**config.mk**
```make
export PLATFORM = sky130hd
export DESIGN_NAME = irwc_top
export DESIGN_NICKNAME = d
export VERILOG_FILES = /design/src/rtl/irwc_pkg.sv /design/src/rtl/irwc_pin_drive.sv /design/src/rtl/irwc_top.sv
export SDC_FILE = /design/constraint.sdc
export NUM_CORES = 1
export LEC_CHECK = 0
export ABC_CLOCK_PERIOD_IN_PS = 1300
export BUFFER_PORTS_ARGS = -buffer_cell sky130_fd_sc_hd__buf_4
export CORE_MARGIN = 4
export CORE_UTILIZATION = 40
export DETAILED_ROUTE_END_ITERATION = 8
export GPL_TIMING_DRIVEN = 0
export PLACE_DENSITY = 0.65
export SETUP_SLACK_MARGIN = 0.5
export SYNTH_ARGS = -nofsm -noshare
export SYNTH_HDL_FRONTEND = slang
export SYNTH_SLANG_ARGS = --single-unit
```
**constraint.sdc**
```tcl
create_clock -name sys_clk -period 1.3 [get_ports sys_clk]
set_input_delay 0.195 -clock sys_clk [delete_from_list [all_inputs] [get_ports sys_clk]]
set_output_delay 0.195 -clock sys_clk [all_outputs]
set_load 0.1 [all_outputs]
```
**src/rtl/irwc_pkg.sv**
```systemverilog
// Constants and types for the interrupt routing and wake control block
// Function
// RULE1: Orientation bypassed in sleep unless bit5 set
// RULE2: Motion bypassed in sleep unless bit3 set
// RULE3: Bit1 selects asserted level of both pins
// RULE4: Bit0 selects push-pull or open-drain for pins
// RULE5: Host may share line using open-drain
// RULE6: Enable bits 7,4,2,0 gate each source
// RULE7: Only enabled sources reach the pin controller
// RULE8: Routing bit one selects first pin
// RULE9: Routing bits sit at enable bit positions
// RULE10: Reset: disabled, second pin, no wake, low push-pull
// RULE11: Host reads source register at 0x0C; the code does not decode 0x0C, and reads there return 0x00
// RULE12: Wake selection needs auto sleep allowed
// RULE13: Pin asserts on any routed active source
package irwc_pkg;
   localparam logic [7:0] ADDR_WAKE_CFG   = 8'h2C;
   localparam logic [7:0] ADDR_IRQ_EN     = 8'h2D;
   localparam logic [7:0] ADDR_IRQ_ROUTE  = 8'h2E;
   localparam logic [7:0] ADDR_SRC_STATUS = 8'h0C;
   localparam int         BIT_ORIENT_WAKE = 5;
   localparam int         BIT_MOTION_WAKE = 3;
   localparam int         BIT_LEVEL       = 1;
   localparam int         BIT_DRIVE       = 0;
   localparam int         BIT_SLEEP_SRC   = 7;
   localparam int         BIT_ORIENT_SRC  = 4;
   localparam int         BIT_MOTION_SRC  = 2;
   localparam int         BIT_READY_SRC   = 0;
   localparam logic [7:0] WAKE_CFG_MASK   = 8'h2B;
   localparam logic [7:0] SRC_MASK        = 8'h95;
   localparam logic [7:0] WAKE_CFG_RESET  = 8'h00;
   localparam logic [7:0] IRQ_EN_RESET    = 8'h00;
   localparam logic [7:0] IRQ_ROUTE_RESET = 8'h00;
   localparam int         NUM_PINS        = 2;
   localparam int         PIN_FIRST       = 0;
   localparam int         PIN_SECOND      = 1;

   typedef struct packed {
      logic       write;
      logic       read;
      logic [7:0] addr;
      logic [7:0] wdata;
   } irwc_reg_req_t;

   typedef struct packed {
      logic sleep_wake;
      logic orientation;
      logic motion;
      logic sample_ready;
   } irwc_src_t;

   typedef struct packed {
      logic level;
      logic oe;
   } irwc_pin_t;
endpackage

```
**src/rtl/irwc_pin_drive.sv**
```systemverilog
// One interrupt pin driver with level and drive mode selection
`timescale 1ns/10ps
module irwc_pin_drive (
   input  wire logic             sys_clk,
   input  wire logic             reset_n,
   input  wire logic             assert_req,
   input  wire logic             active_high,
   input  wire logic             open_drain,
   output irwc_pkg::irwc_pin_t   pin
);
   irwc_pkg::irwc_pin_t pin_d;
   irwc_pkg::irwc_pin_t pin_q;

   always_comb begin
      if (open_drain) begin
         pin_d.level = active_high;              // see RULE4
         pin_d.oe    = assert_req;               // see RULE13
      end else begin
         pin_d.level = assert_req ~^ active_high; // see RULE3
         pin_d.oe    = 1'b1;
      end
   end

   always_ff @(posedge sys_clk or negedge reset_n) begin
      if (!reset_n) begin
         pin_q <= '{level: 1'b1, oe: 1'b1};
      end else begin
         pin_q <= pin_d;
      end
   end

   assign pin = pin_q;
endmodule

```
**src/rtl/irwc_top.sv**
```systemverilog
// Interrupt enable, pin routing and sleep wake control with its registers
`timescale 1ns/10ps
module irwc_top (
   input  wire logic                  sys_clk,
   input  wire logic                  reset_n,
   input  wire irwc_pkg::irwc_reg_req_t reg_req,
   output logic [7:0]                 reg_rdata,
   input  wire irwc_pkg::irwc_src_t   src_flags,
   input  wire logic                  sleep_mode,
   input  wire logic                  auto_sleep_allow,
   output irwc_pkg::irwc_src_t        src_forward,
   output logic                       wake_request,
   output logic                       orientation_run,
   output logic                       motion_run,
   output logic                       first_irq_pin_out,
   output logic                       first_irq_pin_oe,
   output logic                       second_irq_pin_out,
   output logic                       second_irq_pin_oe
);
   ////////////////////////////////////////////////////////////////////////////////
   // Configuration registers
   logic [7:0] wake_and_pin_config_q;
   logic [7:0] wake_and_pin_config_d;
   logic [7:0] interrupt_enable_q;
   logic [7:0] interrupt_enable_d;
   logic [7:0] interrupt_pin_routing_q;
   logic [7:0] interrupt_pin_routing_d;
   logic [7:0] rdata_q;
   logic [7:0] rdata_d;

   logic orientation_wake_allow;
   logic motion_wake_allow;
   logic irq_level_select;
   logic irq_drive_select;

   assign orientation_wake_allow = wake_and_pin_config_q[irwc_pkg::BIT_ORIENT_WAKE];
   assign motion_wake_allow      = wake_and_pin_config_q[irwc_pkg::BIT_MOTION_WAKE];
   assign irq_level_select       = wake_and_pin_config_q[irwc_pkg::BIT_LEVEL];
   assign irq_drive_select       = wake_and_pin_config_q[irwc_pkg::BIT_DRIVE];

   always_comb begin
      wake_and_pin_config_d   = wake_and_pin_config_q;
      interrupt_enable_d      = interrupt_enable_q;
      interrupt_pin_routing_d = interrupt_pin_routing_q;
      if (reg_req.write) begin
         unique case (reg_req.addr)
            irwc_pkg::ADDR_WAKE_CFG: begin
               wake_and_pin_config_d = reg_req.wdata & irwc_pkg::WAKE_CFG_MASK;
            end
            irwc_pkg::ADDR_IRQ_EN: begin
               interrupt_enable_d = reg_req.wdata & irwc_pkg::SRC_MASK; // see RULE6
            end
            irwc_pkg::ADDR_IRQ_ROUTE: begin
               interrupt_pin_routing_d = reg_req.wdata & irwc_pkg::SRC_MASK; // see RULE9
            end
            default: begin
            end
         endcase
      end
   end

   always_comb begin
      rdata_d = 8'h00;
      if (reg_req.read) begin
         unique case (reg_req.addr)
            irwc_pkg::ADDR_WAKE_CFG: begin
               rdata_d = wake_and_pin_config_q;
            end
            irwc_pkg::ADDR_IRQ_EN: begin
               rdata_d = interrupt_enable_q;
            end
            irwc_pkg::ADDR_IRQ_ROUTE: begin
               rdata_d = interrupt_pin_routing_q;
            end
            default: begin
               rdata_d = 8'h00;
            end
         endcase
      end
   end

   always_ff @(posedge sys_clk or negedge reset_n) begin
      if (!reset_n) begin
         wake_and_pin_config_q   <= irwc_pkg::WAKE_CFG_RESET;  // see RULE10
         interrupt_enable_q      <= irwc_pkg::IRQ_EN_RESET;    // see RULE10
         interrupt_pin_routing_q <= irwc_pkg::IRQ_ROUTE_RESET; // see RULE10
         rdata_q                 <= 8'h00;
      end else begin
         wake_and_pin_config_q   <= wake_and_pin_config_d;
         interrupt_enable_q      <= interrupt_enable_d;
         interrupt_pin_routing_q <= interrupt_pin_routing_d;
         rdata_q                 <= rdata_d;
      end
   end

   assign reg_rdata = rdata_q;

   ////////////////////////////////////////////////////////////////////////////////
   // Source gating, forwarding and wake
   logic [7:0]                    flag_vec;
   logic [7:0]                    fwd_vec;
   logic [irwc_pkg::NUM_PINS-1:0] pin_req;
   logic                          sleep_active;
   logic                          orient_wake_hit;
   logic                          motion_wake_hit;
   irwc_pkg::irwc_src_t           src_forward_q;
   irwc_pkg::irwc_src_t           src_forward_d;
   logic                          wake_request_q;
   logic                          wake_request_d;
   logic                          orientation_run_q;
   logic                          orientation_run_d;
   logic                          motion_run_q;
   logic                          motion_run_d;

   // Each flag sits at the bit of its enable
   always_comb begin
      flag_vec                           = 8'h00;
      flag_vec[irwc_pkg::BIT_SLEEP_SRC]  = src_flags.sleep_wake;
      flag_vec[irwc_pkg::BIT_ORIENT_SRC] = src_flags.orientation;
      flag_vec[irwc_pkg::BIT_MOTION_SRC] = src_flags.motion;
      flag_vec[irwc_pkg::BIT_READY_SRC]  = src_flags.sample_ready;
   end

   // Only enabled sources go on to the pin controller
   assign fwd_vec = flag_vec & interrupt_enable_q; // see RULE7

   // Routing bit one picks the first pin, zero the second
   assign pin_req[irwc_pkg::PIN_FIRST]  = |(fwd_vec & interrupt_pin_routing_q);  // see RULE8
   assign pin_req[irwc_pkg::PIN_SECOND] = |(fwd_vec & ~interrupt_pin_routing_q); // see RULE13

   // Wake choices count only while auto sleep is allowed
   assign sleep_active    = sleep_mode && auto_sleep_allow; // see RULE12
   assign orient_wake_hit = orientation_wake_allow
                            && fwd_vec[irwc_pkg::BIT_ORIENT_SRC]; // see RULE1
   assign motion_wake_hit = motion_wake_allow
                            && fwd_vec[irwc_pkg::BIT_MOTION_SRC]; // see RULE2

   always_comb begin
      src_forward_d.sleep_wake   = fwd_vec[irwc_pkg::BIT_SLEEP_SRC];
      src_forward_d.orientation  = fwd_vec[irwc_pkg::BIT_ORIENT_SRC];
      src_forward_d.motion       = fwd_vec[irwc_pkg::BIT_MOTION_SRC];
      src_forward_d.sample_ready = fwd_vec[irwc_pkg::BIT_READY_SRC];
      wake_request_d             = sleep_active && (orient_wake_hit || motion_wake_hit);
      orientation_run_d          = !sleep_active || orientation_wake_allow; // see RULE1
      motion_run_d               = !sleep_active || motion_wake_allow;      // see RULE2
   end

   always_ff @(posedge sys_clk or negedge reset_n) begin
      if (!reset_n) begin
         src_forward_q     <= '0;
         wake_request_q    <= 1'b0;
         orientation_run_q <= 1'b1;
         motion_run_q      <= 1'b1;
      end else begin
         src_forward_q     <= src_forward_d;
         wake_request_q    <= wake_request_d;
         orientation_run_q <= orientation_run_d;
         motion_run_q      <= motion_run_d;
      end
   end

   assign src_forward     = src_forward_q;
   assign wake_request    = wake_request_q;
   assign orientation_run = orientation_run_q;
   assign motion_run      = motion_run_q;

   ////////////////////////////////////////////////////////////////////////////////
   // Pin drivers, one per interrupt pin
   wire irwc_pkg::irwc_pin_t pin_state [irwc_pkg::NUM_PINS];

   for (genvar g = 0; g < irwc_pkg::NUM_PINS; g++) begin : gen_pin
      irwc_pin_drive irwc_pin_drive_inst (
         .sys_clk     (sys_clk),
         .reset_n     (reset_n),
         .assert_req  (pin_req[g]),
         .active_high (irq_level_select), // see RULE3
         .open_drain  (irq_drive_select), // see RULE4
         .pin         (pin_state[g])
      );
   end

   assign first_irq_pin_out  = pin_state[irwc_pkg::PIN_FIRST].level;
   assign first_irq_pin_oe   = pin_state[irwc_pkg::PIN_FIRST].oe;
   assign second_irq_pin_out = pin_state[irwc_pkg::PIN_SECOND].level;
   assign second_irq_pin_oe  = pin_state[irwc_pkg::PIN_SECOND].oe;
endmodule

```
==> flow_summary.yaml, run 1 <==
outcome:
  outcome: "finished with violations"
  violations: "negative setup slack"
layout:
  diodes: 0
  drive_gt1_share_pct: 72.4
  nets: 177
  final_core_util_pct: 74.6
  instances_no_fill: 183
  post-route-cell-area_um2: 2110
  syn_to_final_growth_pct: 74.5
timing:
  setup_tns_ns: -0.166
  min_period_over_period_pct: 103
  finalHoldViolations: 0
  max_freq_ghz: 0.746
  finalSetupViolCount: 6
  skew_ns: 0.00982
  rsz0062_at_grt: "true"
  whs_ns: 0.0870
  fin_crit_ns: 1.34
  drv_slew: 0
  worst_slack_ns: -0.0398
synth:
  syn_area_um2: 1210
  synth_edf_count: 0
  synth.area.top_cells: "dfrtp_1 (50%), dfstp_2 (13%), mux2_2 (11%)"
  synth.top_cell.area_share_pct: 49.6
  synth_seq_cells: 30
  yosysWarnings: 0
  synth_ff_type: "dfrtp_1"
  syn_inst: 93
  yosys-top-cells-count: "dfrtp_1 (24), mux2_2 (12), nand2_1 (10)"
  avgSynthCellArea_um2: 13.0
  async_flop_share_pct: 100
  synth_most_common_cell: "dfrtp_1"
  yosys.area.top_type: "dfrtp_1"
  netlist-cell-type-count: 23
  seq_area_frac_synth_pct: 62.7
  syn_nets: 119
placement:
  dp_slack_ns: -0.128
  dp_hpwl_mm: 1.88
  placed_area_um2: 1650
  port_buffers: 42
  dp.cells: 166
  place.gp.congestion: 0.795
power:
  switching_share_pct: 29.8
  total_power_mw: 1.98
  power_leakage_nw: 0.987
  power.switching_mw: 0.590
  combPwrFrac_pct: 21.9
  internal_power_mw: 1.39
  p_per_area_nw_per_um2: 937
  ir_drop_mv: 0.724
  seqPwrFrac_pct: 52.1
  p_clk_share_pct: 26.1
critical_path:
  worstSetupStartpointType: "flop"
  crit_required_ns: 1.11
  crit_path_start: "motion_run$_DFF_PN1_"
  crit_family: "flip-flops"
  cp.buffers_inverters: 1
  max_stage_delay_ns: 0.64
  cp_max_fo: 1
  worstSetupEndpointType: "output pin"
  critPathKind: "reg2out"
  r2r_cells: 5
  crit_chain: "buf_12"
  cp_slowest_cell: "dfstp_4"
  crit_cells: 1
  r2r_start: "interrupt_enable_q[7]$_DFFE_PN0P_"
  worstPathArrival_ns: 1.14
die:
  core_um2: 2830
  die_area_um2: 3970
  pin_count: 45
  fp.dieW_um: 63.0
  die_y_um: 63.0
  rows: 19
  floorplan.initialDensity_pct: 42.8
clock_tree:
  cts_tree: "built"
  numCtsBuffers: 5
  cts.sinks: 30
  cts_htree_levels: 2
  root_buffer: "clkbuf_4"
  clk_pin_slew_ns: 0.09
  cts_buffer_depth: 2
  worstSkewPairLatency_ns: 0.34
drt:
  wl_per_cell_um: 15.7
  dr.pass1.iters: 4
  drc: 0
  vias_per_cell: 5.07
  totalWireLength_mm: 2.88
  ant_nets: 0
  drt_iter0_markers: 7
  routed-via-count: 928
global_route:
  grt_max_degree: 31
  track_usage_pct: 15.6
  antenna_found_initial: 0
  grt_pass1_vias: 976
  grt.overflow.total: 0
  grt_pass1_wl_mm: 4.62
job:
  cap_violations: 0
hold_path:
  worstHoldPathType: "in2reg"
  worstHoldStart: "reg_req[5]"
  whs_path_depth: 2
## sequential cells by signal, indices dropped and copies added, names as in the netlist
| register | count |
|---|---|
| interrupt_pin_routing_q | 4 |
| gen_pin.irwc_pin_drive_inst.pin | 4 |
| wake_request | 1 |
| motion_run | 1 |
| interrupt_enable_q | 4 |
| orientation_run | 1 |
| reg_rdata | 7 |
| wake_and_pin_config_q | 4 |
| src_forward | 4 |
## final timing paths
| kind | to | slack [ns] |
|---|---|---|
| worst max register to register | gen_pin[0].irwc_pin_drive_inst.pin[1]$_DFF_PN1_ | 0.20 |
| worst max-delay path | motion_run | -0.04 |
| max in group asynchronous | orientation_run$_DFF_PN1_ | 0.67 |
| worst min-delay path | wake_and_pin_config_q[5]$_DFFE_PN0P_ | 0.09 |
| worst min register to register | gen_pin[1].irwc_pin_drive_inst.pin[1]$_DFF_PN1_ | 0.50 |
| min in group asynchronous | interrupt_pin_routing_q[7]$_DFFE_PN0P_ | 0.32 |
## placed cells by master (no fill, tap or decap), types with 2 or more instances in the layout
| master | netlist | routed |
|---|---|---|
| buf_4 | 1 | 26 |
| buf_12 | 0 | 18 |
| mux2_4 | 0 | 12 |
| dfrtp_4 | 0 | 12 |
| dfrtp_1 | 24 | 10 |
| nor2_1 | 9 | 9 |
| nand2_1 | 10 | 7 |
| buf_6 | 0 | 7 |
| nand2_2 | 3 | 6 |
| dfstp_4 | 0 | 6 |
| a22oi_2 | 0 | 5 |
| clkbuf_4 | 0 | 5 |
| o22ai_2 | 0 | 2 |
| inv_2 | 0 | 2 |
| inv_1 | 4 | 2 |
| nor3_2 | 0 | 2 |
| and2b_1 | 2 | 2 |
| and4_1 | 2 | 2 |
| or2_4 | 0 | 2 |
| dfrtp_2 | 0 | 2 |
## power by group through the flow
stage               Sequential, mW  Clock, mW  Combinational (mW)
global placement              1.03          0               0.332
CTS                           1.03      0.531               0.422
finish                        1.03      0.516               0.433
global route                  1.03      0.585               0.452
detailed placement            1.03          0               0.335
floorplan                     1.17          0              0.0757
## worst register-to-register path, cell delays in order (launching register included)
cell and delay [ns]:
dfrtp_1 0.41, nand2_1 0.10, inv_1 0.07, a22oi_2 0.14
nand4b_1 0.14, xnor2_1 0.17
## routing by layer
metal  wire (µm)  track usage [%]  vias up
met1        1150             18.0      457
met2        1500             25.0       29
met3         178             4.86        6
li1            -                -      436
met4          47             9.92        0
met5           0                0        -
## cell type report
type | count | area [µm²]
Buffer | 1 | 7.51
Clock buffer | 6 | 41.3
Clock inverter | 2 | 8.76
Fill cell | 179 | 718
Inverter | 4 | 15.0
Multi-Input combinational cell | 58 | 534
Sequential cell | 30 | 828
Tap cell | 31 | 38.8
Timing Repair Buffer | 51 | 637
## cells by family after synthesis
logic type             after synthesis  share of synthesized area [%]
AO/OA/AOI/OAI                        8                           4.55
XOR/XNOR                             2                           1.45
buffers and inverters                5                           1.86
flip-flops                          30                           62.7
multiplexers                        13                           12.0
other                                1                          0.310
AND/OR/NAND/NOR                     34                           17.2
## repair_timing
item	in CTS	in global routing
pin swaps	12	4
hold buffers	1	0
setup buffers	5	3
gates resized for setup	80	6
hold endpoints to repair	24	0
setup endpoints to repair	41	40
(Power assumes the default switching activity.)
==> run 2: changes to the inputs <==
--- a/config.mk
+++ b/config.mk
@@ -5,7 +5,7 @@
 export SDC_FILE = /design/constraint.sdc
 export NUM_CORES = 1
 export LEC_CHECK = 0
-export ABC_CLOCK_PERIOD_IN_PS = 1300
+export ABC_CLOCK_PERIOD_IN_PS = 1700
 export BUFFER_PORTS_ARGS = -buffer_cell sky130_fd_sc_hd__buf_4
 export CORE_MARGIN = 4
 export CORE_UTILIZATION = 40
==> constraint.sdc (replaced) <==
create_clock -name sys_clk -period 1.7 [get_ports sys_clk]
set_input_delay 0.255 -clock sys_clk [delete_from_list [all_inputs] [get_ports sys_clk]]
set_output_delay 0.255 -clock sys_clk [all_outputs]
set_load 0.1 [all_outputs]
==> run 2 against run 1 <==
- the run now ends clean
- worst setup slack improved by 0.43 ns
- routed wire length down 11%
- critical path depth unchanged
- count of clock-buffer cells in the layout grew 1
- critical path type unchanged
==> flow_summary.yaml, run 2 (synthesized netlist as in run 1, its figures left out) <==
outcome:
  outcome: "finished clean"
clock_tree:
  cts_buffer_depth: 2
  clk_pin_slew_ns: 0.08
  root_buffer: "clkbuf_4"
  cts_htree_levels: 2
  cts.sinks: 30
  cts_tree: "built"
  numCtsBuffers: 5
  worstSkewPairLatency_ns: 0.33
critical_path:
  cp_slowest_cell: "dfstp_2"
  worstPathArrival_ns: 1.05
  worstSetupStartpointType: "flop"
  crit_family: "flip-flops"
  cp_max_fo: 1
  cp.buffers_inverters: 1
  worstSetupEndpointType: "output pin"
  max_stage_delay_ns: 0.55
  critPathKind: "reg2out"
  crit_chain: "buf_12"
  crit_required_ns: 1.44
placement:
  dp_hpwl_mm: 1.99
  port_buffers: 42
  place.gp.congestion: 0.778
  dp.cells: 166
power:
  power.switching_mw: 0.426
  power_leakage_nw: 0.927
  switching_share_pct: 28.5
  internal_power_mw: 1.07
  ir_drop_mv: 0.533
  p_per_area_nw_per_um2: 814
  seqPwrFrac_pct: 51.8
  combPwrFrac_pct: 19.6
  p_clk_share_pct: 28.6
layout:
  largest_reg_flops: 7
  final_cell_mix: "buf_4 (29), dfrtp_1 (24), mux2_2 (12), buf_8 (12)"
  syn_to_final_growth_pct: 51.8
  nFillCells: 231
  nets: 173
  diodes: 0
  final_common_cell: "buf_4"
  instances_no_fill: 179
  drive_gt1_share_pct: 55.4
die:
  floorplan.initialDensity_pct: 42.8
  die_area_um2: 3970
  fp.dieW_um: 63.0
  core_um2: 2830
  rows: 19
  pin_count: 45
  die_y_um: 63.0
timing:
  finalHoldViolations: 0
  rsz0062_at_grt: "true"
  max_freq_ghz: 0.765
  skew_ns: 0.00621
  fin_crit_ns: 1.31
  setup_tns_ns: 0
  drv_slew: 0
  min_period_over_period_pct: 76.9
  finalSetupViolCount: 0
drt:
  drc: 0
  drt_iter0_markers: 30
  vias_per_cell: 4.93
  dr.pass1.iters: 4
  ant_nets: 0
  totalWireLength_mm: 2.56
  wl_per_cell_um: 14.3
  routed-via-count: 882
hold_path:
  worstHoldPathType: "in2reg"
job:
  cap_violations: 0
global_route:
  grt_pass1_vias: 905
  grt.overflow.total: 0
  grt_max_degree: 31
  grt_pass1_wl_mm: 4.09
  antenna_found_initial: 0
  track_usage_pct: 14.1
[run 2: metal layers]
metal	global-route usage [%]	wire (µm)	vias up
li1	-	-	425
met4	9.92	75	0
met3	5.94	209	8
met1	15.7	1040	410
met2	21.5	1240	39
met5	0	0	-
[run 2: path summary, 6_finish.rpt]
check,from,endpoint,slack (ns),cells past startpoint
max,gen_pin[1].irwc_pin_drive_inst.pin[0]$_DFF_PN1_,second_irq_pin_oe,0.39,1
min,reg_req[1],wake_and_pin_config_q[1]$_DFFE_PN0P_,0.16,2
max reg2reg,interrupt_enable_q[7]$_DFFE_PN0P_,gen_pin[0].irwc_pin_drive_inst.pin[1]$_DFF_PN1_,0.60,5
min reg2reg,wake_and_pin_config_q[0]$_DFFE_PN0P_,gen_pin[1].irwc_pin_drive_inst.pin[0]$_DFF_PN1_,0.48,1
max in group asynchronous,reset_n,gen_pin[0].irwc_pin_drive_inst.pin[0]$_DFF_PN1_,0.99,2
min in group asynchronous,reset_n,reg_rdata[1]$_DFF_PN0_,0.39,2
[run 2: layout make-up]
| class | instances | area, µm² | area share, % |
|---|---|---|---|
| Multi-Input combinational cell | 58 | 437 | 23.8 |
| Timing Repair Buffer | 47 | 520 | 28.3 |
| Tap cell | 31 | 38.8 | 2.11 |
| Inverter | 4 | 15.0 | 0.817 |
| Clock inverter | 1 | 5.00 | 0.272 |
| Buffer | 1 | 7.51 | 0.409 |
| Clock buffer | 7 | 55.1 | 3.00 |
| Sequential cell | 30 | 758 | 41.3 |
[run 2: power groups by stage]
stage	sequential [mW]	combinational (mW)	clock (mW)
3_3_place_gp	0.778	0.253	0
5_1_grt	0.778	0.308	0.486
6_report	0.774	0.293	0.428
3_5_place_dp	0.779	0.256	0
4_1_cts	0.773	0.290	0.444
2_1_floorplan	0.884	0.0553	0
[run 2: per-stage QoR]
stage / area [µm²] / hold WS [ns] / utilization, % / setup slack, ns / power [mW]
final: 1840 / 0.159 / 64.9 / 0.392 / 1.50
after global placement: 1560 / 0.196 / 55.3 / 0.168 / 1.03
after floorplan: 1210 / -0.0406 / - / 0.413 / 0.939
after global routing: 1840 / 0.138 / 64.9 / 0.344 / 1.57
after detailed placement: 1560 / 0.195 / 55.3 / 0.121 / 1.03
after CTS: 1760 / 0.145 / 62.3 / 0.378 / 1.51
[run 2: repair_timing]
action | 4_1_cts | 5_1_grt
gates resized for setup | 30 | 15
endpoints found under the hold margin | 24 | 0
buffers inserted | 1 | 3
pin swaps | 1 | 4
hold buffers | 1 | 0
endpoints found under the setup margin | 28 | 19
